<file path="config.mk">
export PLATFORM = sky130hd
export DESIGN_NAME = sbsram_decode
export DESIGN_NICKNAME = d
export VERILOG_FILES = /design/src/logic/sbsram_pkg.sv /design/src/logic/sbsram_lane_if.sv /design/src/logic/sbsram_lanes.sv /design/src/logic/sbsram_decode.sv
export SDC_FILE = /design/constraint.sdc
export NUM_CORES = 1
export LEC_CHECK = 0
export ABC_AREA = 1
export BUFFER_PORTS_ARGS = -buffer_cell sky130_fd_sc_hd__buf_2
export CORE_MARGIN = 2
export CORE_UTILIZATION = 25
export DETAILED_ROUTE_END_ITERATION = 8
export HOLD_SLACK_MARGIN = 0.08
export PLACE_DENSITY = 0.55
export SYNTH_ARGS = -nofsm -noshare
export SYNTH_HDL_FRONTEND = slang
export SYNTH_SLANG_ARGS = --single-unit
</file>
<file path="constraint.sdc">
create_clock -name ref_clk -period 1.7 [get_ports ref_clk]
set_clock_uncertainty 0.05 [all_clocks]
set_input_delay 0.17 -clock ref_clk [delete_from_list [all_inputs] [get_ports ref_clk]]
set_output_delay 0.17 -clock ref_clk [all_outputs]
set_load 0.005 [all_outputs]
</file>
<file path="src/logic/sbsram_pkg.sv">
// constants and types for the burst sram cycle decode block
package sbsram_pkg;
   localparam int unsigned LANES = 4;
   localparam int unsigned LANE_BITS = 8;
   localparam int unsigned ADDR_BITS = 19;
   localparam int unsigned BURST_BITS = 2;
   localparam logic [1:0] BURST_STEP = 2'h1;
   localparam logic [1:0] BURST_ZERO = 2'h0;

   // cycle types, one-hot
   typedef enum logic [5:0] {
      SB_IDLE = 6'h01,
      SB_DESEL = 6'h02,
      SB_SLEEP = 6'h04,
      SB_READ = 6'h08,
      SB_WRITE = 6'h10,
      SB_HOLD = 6'h20
   } sbsram_cycle_type;
endpackage

</file>
<file path="src/logic/sbsram_lane_if.sv">
// carrier between cycle decode and the lane write block
`timescale 1ns/100ps
`default_nettype none
interface sbsram_lane_if;
   logic global_write_n;
   logic lane_write_enable_n;
   logic [sbsram_pkg::LANES-1:0] lane_write_select_n;
   logic any_write;
   logic [sbsram_pkg::LANES-1:0] lane_mask;
   modport decode (output global_write_n, output lane_write_enable_n,
      output lane_write_select_n, input any_write, input lane_mask);
   modport lanes (input global_write_n, input lane_write_enable_n,
      input lane_write_select_n, output any_write, output lane_mask);
endinterface
`default_nettype wire

</file>
<file path="src/logic/sbsram_lanes.sv">
// write detect and byte lane mask
`timescale 1ns/100ps
`default_nettype none
module sbsram_lanes (
   sbsram_lane_if.lanes lif
);
   always_comb begin
      lif.any_write = !lif.global_write_n ||
         (!lif.lane_write_enable_n && !(&lif.lane_write_select_n));
      if (!lif.global_write_n) begin
         lif.lane_mask = '1;
      end else if (!lif.lane_write_enable_n) begin
         lif.lane_mask = ~lif.lane_write_select_n;
      end else begin
         lif.lane_mask = '0;
      end
   end
endmodule
`default_nettype wire

</file>
<file path="src/logic/sbsram_decode.sv">
// cycle decode, burst counter and data drive of the burst sram
`timescale 1ns/100ps
`default_nettype none
module sbsram_decode #(
   parameter int unsigned LANES = sbsram_pkg::LANES,
   parameter int unsigned LANE_BITS = sbsram_pkg::LANE_BITS,
   parameter int unsigned ADDR_BITS = sbsram_pkg::ADDR_BITS
) (
   // clock and reset
   input wire logic ref_clk,
   input wire logic resetn,
   // selects and strobes
   input wire logic chip_sel_first_n,
   input wire logic chip_sel_second,
   input wire logic chip_sel_third_n,
   input wire logic sleep_request,
   input wire logic proc_addr_strobe_n,
   input wire logic ctrl_addr_strobe_n,
   input wire logic burst_advance_n,
   input wire logic burst_mode,
   input wire logic output_enable_n,
   // write inputs
   input wire logic global_write_n,
   input wire logic lane_write_enable_n,
   input wire logic [LANES-1:0] lane_write_select_n,
   // address and data in
   input wire logic [ADDR_BITS-1:0] addr,
   input wire logic [LANES*LANE_BITS-1:0] data_in,
   input wire logic [LANES-1:0] parity_io_in,
   // core access
   output logic [ADDR_BITS-1:0] core_addr,
   output logic core_read,
   output logic core_write,
   output logic [LANES-1:0] core_lane_mask,
   output logic [LANES*LANE_BITS-1:0] core_wdata,
   output logic [LANES-1:0] core_wparity,
   // data bus drive, enable low while driving, and cycle type
   output logic data_oe_n,
   output logic parity_io_oe_n,
   output logic [5:0] cycle_state
);
   localparam int unsigned BB = sbsram_pkg::BURST_BITS;

   typedef struct packed {
      sbsram_pkg::sbsram_cycle_type cyc;
      logic [ADDR_BITS-1:0] base;
      logic [BB-1:0] start;
      logic [BB-1:0] step;
      logic wr_armed;
      logic [ADDR_BITS-1:0] core_addr;
      logic core_read;
      logic core_write;
      logic [LANES-1:0] mask;
      logic [LANES*LANE_BITS-1:0] wdata;
      logic [LANES-1:0] wpar;
   } sbsram_state_type;

   sbsram_state_type state_reg;
   sbsram_state_type state_next;

   // -----------------------------------------
   // lane decode
   // -----------------------------------------
   sbsram_lane_if lif ();
   assign lif.global_write_n = global_write_n;
   assign lif.lane_write_enable_n = lane_write_enable_n;
   assign lif.lane_write_select_n = lane_write_select_n;

   sbsram_lanes u_lanes (
      .lif(lif)
   );

   all_high_read_a: assert property (@(posedge ref_clk) disable iff (!resetn)
      (global_write_n && lane_write_enable_n && (&lane_write_select_n)) |-> !lif.any_write)
      else $error("write seen with all write inputs high");

   function automatic logic [BB-1:0] burst_low(input logic [BB-1:0] start,
      input logic [BB-1:0] step, input logic inter);
      if (inter) begin
         burst_low = start ^ step;
      end else begin
         burst_low = start + step;
      end
   endfunction

   logic selected;
   logic proc_start;
   logic ctrl_start;
   logic any_start;
   assign selected = !chip_sel_first_n && chip_sel_second && !chip_sel_third_n;
   assign proc_start = !proc_addr_strobe_n && !chip_sel_first_n;
   // ignored processor strobe lets controller start
   assign ctrl_start = !ctrl_addr_strobe_n && !proc_start;
   assign any_start = proc_start || ctrl_start;

   // -----------------------------------------
   // cycle decode
   // -----------------------------------------
   always_comb begin
      logic [BB-1:0] nstep;
      nstep = '0;
      state_next = state_reg;
      state_next.core_read = 1'b0;
      state_next.core_write = 1'b0;
      state_next.mask = '0;
      if (sleep_request) begin
         state_next.cyc = sbsram_pkg::SB_SLEEP;
         state_next.wr_armed = 1'b0;
      end else if (any_start && !selected) begin
         state_next.cyc = sbsram_pkg::SB_DESEL;
         state_next.wr_armed = 1'b0;
      end else if (proc_start || (ctrl_start && !lif.any_write)) begin
         state_next.cyc = sbsram_pkg::SB_READ;
         state_next.base = addr;
         state_next.start = addr[BB-1:0];
         state_next.step = sbsram_pkg::BURST_ZERO;
         state_next.core_addr = addr;
         state_next.core_read = 1'b1;
         state_next.wr_armed = 1'b1;
      end else if (ctrl_start) begin
         state_next.cyc = sbsram_pkg::SB_WRITE;
         state_next.base = addr;
         state_next.start = addr[BB-1:0];
         state_next.step = sbsram_pkg::BURST_ZERO;
         state_next.core_addr = addr;
         state_next.core_write = 1'b1;
         state_next.mask = lif.lane_mask;
         state_next.wdata = data_in;
         state_next.wpar = parity_io_in;
         state_next.wr_armed = 1'b1;
      end else if (state_reg.wr_armed) begin
         nstep = burst_advance_n ? state_reg.step
            : state_reg.step + sbsram_pkg::BURST_STEP;
         state_next.step = nstep;
         state_next.core_addr = {state_reg.base[ADDR_BITS-1:BB],
            burst_low(state_reg.start, nstep, burst_mode)};
         if (lif.any_write) begin
            state_next.cyc = burst_advance_n ? sbsram_pkg::SB_HOLD
               : sbsram_pkg::SB_WRITE;
            state_next.core_write = 1'b1;
            state_next.mask = lif.lane_mask;
            state_next.wdata = data_in;
            state_next.wpar = parity_io_in;
         end else begin
            state_next.cyc = sbsram_pkg::SB_READ;
            state_next.core_read = 1'b1;
         end
      end else begin
         state_next.cyc = sbsram_pkg::SB_IDLE;
      end
   end

   always_ff @(posedge ref_clk) begin
      if (!resetn) begin
         state_reg <= '{cyc: sbsram_pkg::SB_IDLE, default: '0};
      end else begin
         state_reg <= state_next;
      end
   end

   // -----------------------------------------
   // outputs
   // -----------------------------------------
   assign core_addr = state_reg.core_addr;
   assign core_read = state_reg.core_read;
   assign core_write = state_reg.core_write;
   assign core_lane_mask = state_reg.mask;
   assign core_wdata = state_reg.wdata;
   assign core_wparity = state_reg.wpar;
   assign cycle_state = state_reg.cyc;

   logic drive_n;
   assign drive_n = !(state_reg.core_read && !output_enable_n);
   assign data_oe_n = drive_n;
   assign parity_io_oe_n = drive_n;

   // -----------------------------------------
   // checks
   // -----------------------------------------
   write_floats_bus_a: assert property (@(posedge ref_clk) disable iff (!resetn)
      core_write |-> data_oe_n)
      else $error("bus driven during write");
   proc_start_read_a: assert property (@(posedge ref_clk) disable iff (!resetn)
      (!sleep_request && selected && !proc_addr_strobe_n) |=> core_read && !core_write)
      else $error("processor start not a read");
   ctrl_write_a: assert property (@(posedge ref_clk) disable iff (!resetn)
      (!sleep_request && selected && proc_addr_strobe_n && !ctrl_addr_strobe_n
      && lif.any_write) |=> core_write && core_addr == $past(addr))
      else $error("controller write start missed");
   sleep_idle_a: assert property (@(posedge ref_clk) disable iff (!resetn)
      sleep_request |=> !core_read && !core_write && data_oe_n)
      else $error("access during sleep");
   desel_float_a: assert property (@(posedge ref_clk) disable iff (!resetn)
      (!sleep_request && any_start && !selected) |=> !core_read && !core_write)
      else $error("access on deselect");
   hold_addr_a: assert property (@(posedge ref_clk) disable iff (!resetn)
      (!sleep_request && !any_start && state_reg.wr_armed && burst_advance_n)
      |=> core_addr == $past(state_reg.core_addr))
      else $error("suspend moved address");
   read_drive_a: assert property (@(posedge ref_clk) disable iff (!resetn)
      (core_read && !output_enable_n) |-> !data_oe_n)
      else $error("read not driven");
   lane_mask_a: assert property (@(posedge ref_clk) disable iff (!resetn)
      (!sleep_request && !any_start && state_reg.wr_armed && global_write_n
      && !lane_write_enable_n) |=> core_lane_mask == ~$past(lane_write_select_n))
      else $error("wrong lane mask");
endmodule
`default_nettype wire

</file>
==> results.sh <==
export IMPL_fin_crit_ns=1.53
export IMPL_synth_top_cell_area_share_pct=41.1
export IMPL_multi_input_area_um2=1630
export IMPL_tightest_slew_ns=0.460
export IMPL_vias=3883
export IMPL_die_h_um=135
export IMPL_power_density_nw_per_um2=993
export IMPL_grt_start_max_net_pins=42
export IMPL_fin_setup_tns_ns=0
export IMPL_drt_pass1_iterations=4
export IMPL_dp_cells=901
export IMPL_yosys_top_cells_count="nand2_1, nor2_1, dfxtp_1"
export IMPL_drv_cap=0
export IMPL_layout_cells_non_filler=947
export IMPL_clk_path_buf_depth=2
export IMPL_synth_edf_count=0
export IMPL_viasPerCell=4.10
export IMPL_largest_reg_flops=32
export IMPL_synth_ff_type="dfxtp_1"
export IMPL_cp_data_required_time_ns=1.89
export IMPL_critPathTopFamily="buffers and inverters"
export IMPL_grt_overflow_total=0
export IMPL_n_antenna_cell=0
export IMPL_area_growth_pct=26.6
export IMPL_antenna_found_initial=0
export IMPL_crit_top_cell="nand2_1"
export IMPL_start_util_pct=25.7
export IMPL_cts_tree="built"
export IMPL_clk_pin_slew_ns=0.07
export IMPL_synth_ff_latch_count=88
export IMPL_dp_hpwl_um=7490
export IMPL_synth_seq_area_share_pct=41.1
export IMPL_arrival_ns=1.72
export IMPL_final_hold_violation_count=0
export IMPL_path_max_fanout=37
export IMPL_grt_pass1_wl_um=17500
export IMPL_async_flop_share_pct=0
export IMPL_ant_nets=0
export IMPL_nNetsFinal=795
export IMPL_final_util_pct=32.6
export IMPL_cp_buffers_inverters=4
export IMPL_portBuffers=140
export IMPL_place_ws_ns=0.239
export IMPL_worstPathCellList="dlygate4sd3_1, buf_2, nand2_1, o21ai_0, buf_4, a21oi_4, buf_12, nand3_1, nand2_1, nor2_1"
export IMPL_critical_path_slowest_cell="dlygate4sd3_1"
export IMPL_synth_top_cells_by_area="dfxtp_1, nand2_1, buf_4, nor2_1, nand3_1"
export IMPL_io_pins=141
export IMPL_wirelength_um=11100
export IMPL_first_global_vias=3634
export IMPL_gp_congestion=0.731
export IMPL_yosysMostFrequentCell="nand2_1"
export IMPL_syn_inst=625
export IMPL_drive_above_1_share_pct=24.6
export IMPL_worstSkewPairLatency_ns=0.34
export IMPL_irDropWorstVdd_v=0.000624
export IMPL_drc=0
export IMPL_criticalPathCategory="input pin to register"
export IMPL_post_cts_buffers=0
export IMPL_hold_slack_ns=0.0932
export IMPL_regArea_um2=1760
export IMPL_synth_fp_nets=698
export IMPL_mappedNetlistArea_um2=4290
export IMPL_die_w_um=135
export IMPL_setup_viol=0
export IMPL_post_synth_num_cell_types=22
export IMPL_finalCritPeriodShare_pct=90.2
export IMPL_core_um2=16600
export IMPL_wl_per_cell_um=11.7
export IMPL_numCtsBuffers=9
export IMPL_num_rows=47
export IMPL_cpPeakStageDelay_ns=0.54
export IMPL_drv_slew=0
export IMPL_yosys_area_top_type="dfxtp_1"
export IMPL_min_path_type="input pin to register"
export IMPL_max_clock_freq_ghz=0.652
export IMPL_startpoint_type="input pin"
export IMPL_drt_iter0_markers=159
export IMPL_crit_path_end_kind="register"
export IMPL_rsz0062_at_grt="no"
export IMPL_yosys_warnings=0
export IMPL_p_leak_nw=2.71
export IMPL_cts_sinks=88
export IMPL_maxSlewHeadroom_pct=69.3
export IMPL_status="completed"
export IMPL_die_area_um2=18200
export IMPL_fillCellCount=1815
export IMPL_setup_ws_ns=0.167
export IMPL_cts_root_buffer="clkbuf_16"
export IMPL_syn_avg_cell_area_um2=6.86
export IMPL_track_usage_pct=12.2
export IMPL_htree_levels=3
## layer usage
metal / GRT usage [%] / wire [um] / vias to the layer above
met5: 0 / 0 / -
met4: 3.68 / 121 / 0
met3: 3.60 / 854 / 9
met2: 19.7 / 4800 / 119
met1: 15.7 / 5280 / 1717
li1: - / - / 2038
## area by class of cell
cell class              count  area share (%)
flip-flops and latches     88            32.5
multi-input cells         379            30.0
repair buffers            183            21.2
well taps                 220            5.07
clock buffers              10            4.22
inverters                  61            4.22
clock inverters             6            2.86
## kinds of logic after synthesis
logic type	share of synthesized area [%]
xor gates and xnor gates	0.204
and+or+nand+nor	31.6
buffers and inverters	21.2
DFF	41.1
AOI/OAI and AO/OA	5.58
adders and majority gates	0.292
## final timing paths
| path | slack, ns | startpoint | end | cells after the start |
|---|---|---|---|---|
| worst max register to register | 0.25 | state_reg[62]$_SDFFE_PN0P_ | core_addr[1]$_SDFFE_PN0P_ | 11 |
| worst min-delay path | 0.09 | data_in[24] | core_wdata[24]$_SDFFE_PN0P_ | 5 |
| worst min register to register | 0.41 | core_addr[6]$_SDFFE_PN0P_ | core_addr[6]$_SDFFE_PN0P_ | 2 |
| worst max-delay path | 0.17 | lane_write_select_n[1] | core_wparity[0]$_SDFFE_PN0P_ | 10 |
## stage by stage
step | power [mW] | cell area (um^2)
floorplan | 2.64 | 4290
global route | 5.64 | 5430
CTS | 5.47 | 5430
detailed placement | 2.82 | 4740
global placement | 2.82 | 4740
finish | 5.39 | 5430
## repair_timing
action	CTS	global route
hold buffers	30	0
gates resized for setup	0	0
hold endpoints to repair	31	0
## worst register-to-register path, stage by stage (launching register included)
cell,delay (ns)
dfxtp_1,0.34
xor2_1,0.17
inv_1,0.08
ha_1,0.16
inv_1,0.05
o21ai_0,0.14
nand2_1,0.08
inv_1,0.05
nand2_1,0.04
nand2_1,0.05
nand2_1,0.05
a21oi_1,0.12
## power breakdown
group	total (mW)	switching, mW	leakage [nW]	internal, mW
Combinational	0.636	0.352	1.81	0.284
Sequential	2.18	0.0372	0.715	2.14
Clock	2.57	0.838	0.187	1.73
Total	5.39	1.23	2.71	4.16
## layout by cell type (no fill, tap or decap)
cell type / instances
nand2_4: 1
nor3_1: 1
clkbuf_1: 1
ha_1: 1
a21oi_4: 1
a21oi_2: 1
buf_4: 9
dfxtp_1: 88
nand2_2: 2
buf_2: 140
o21ai_0: 5
nor2_4: 2
a21oi_1: 40
clkinv_2: 1
nor2_1: 93
nand2_1: 170
xor2_1: 1
nor4_1: 1
clkbuf_16: 9
dlygate4sd3_1: 30
nand3_2: 2
inv_2: 2
buf_12: 4
inv_1: 59
nand3_1: 58
bufinv_16: 5
Power figures use the tool's default switching activity.
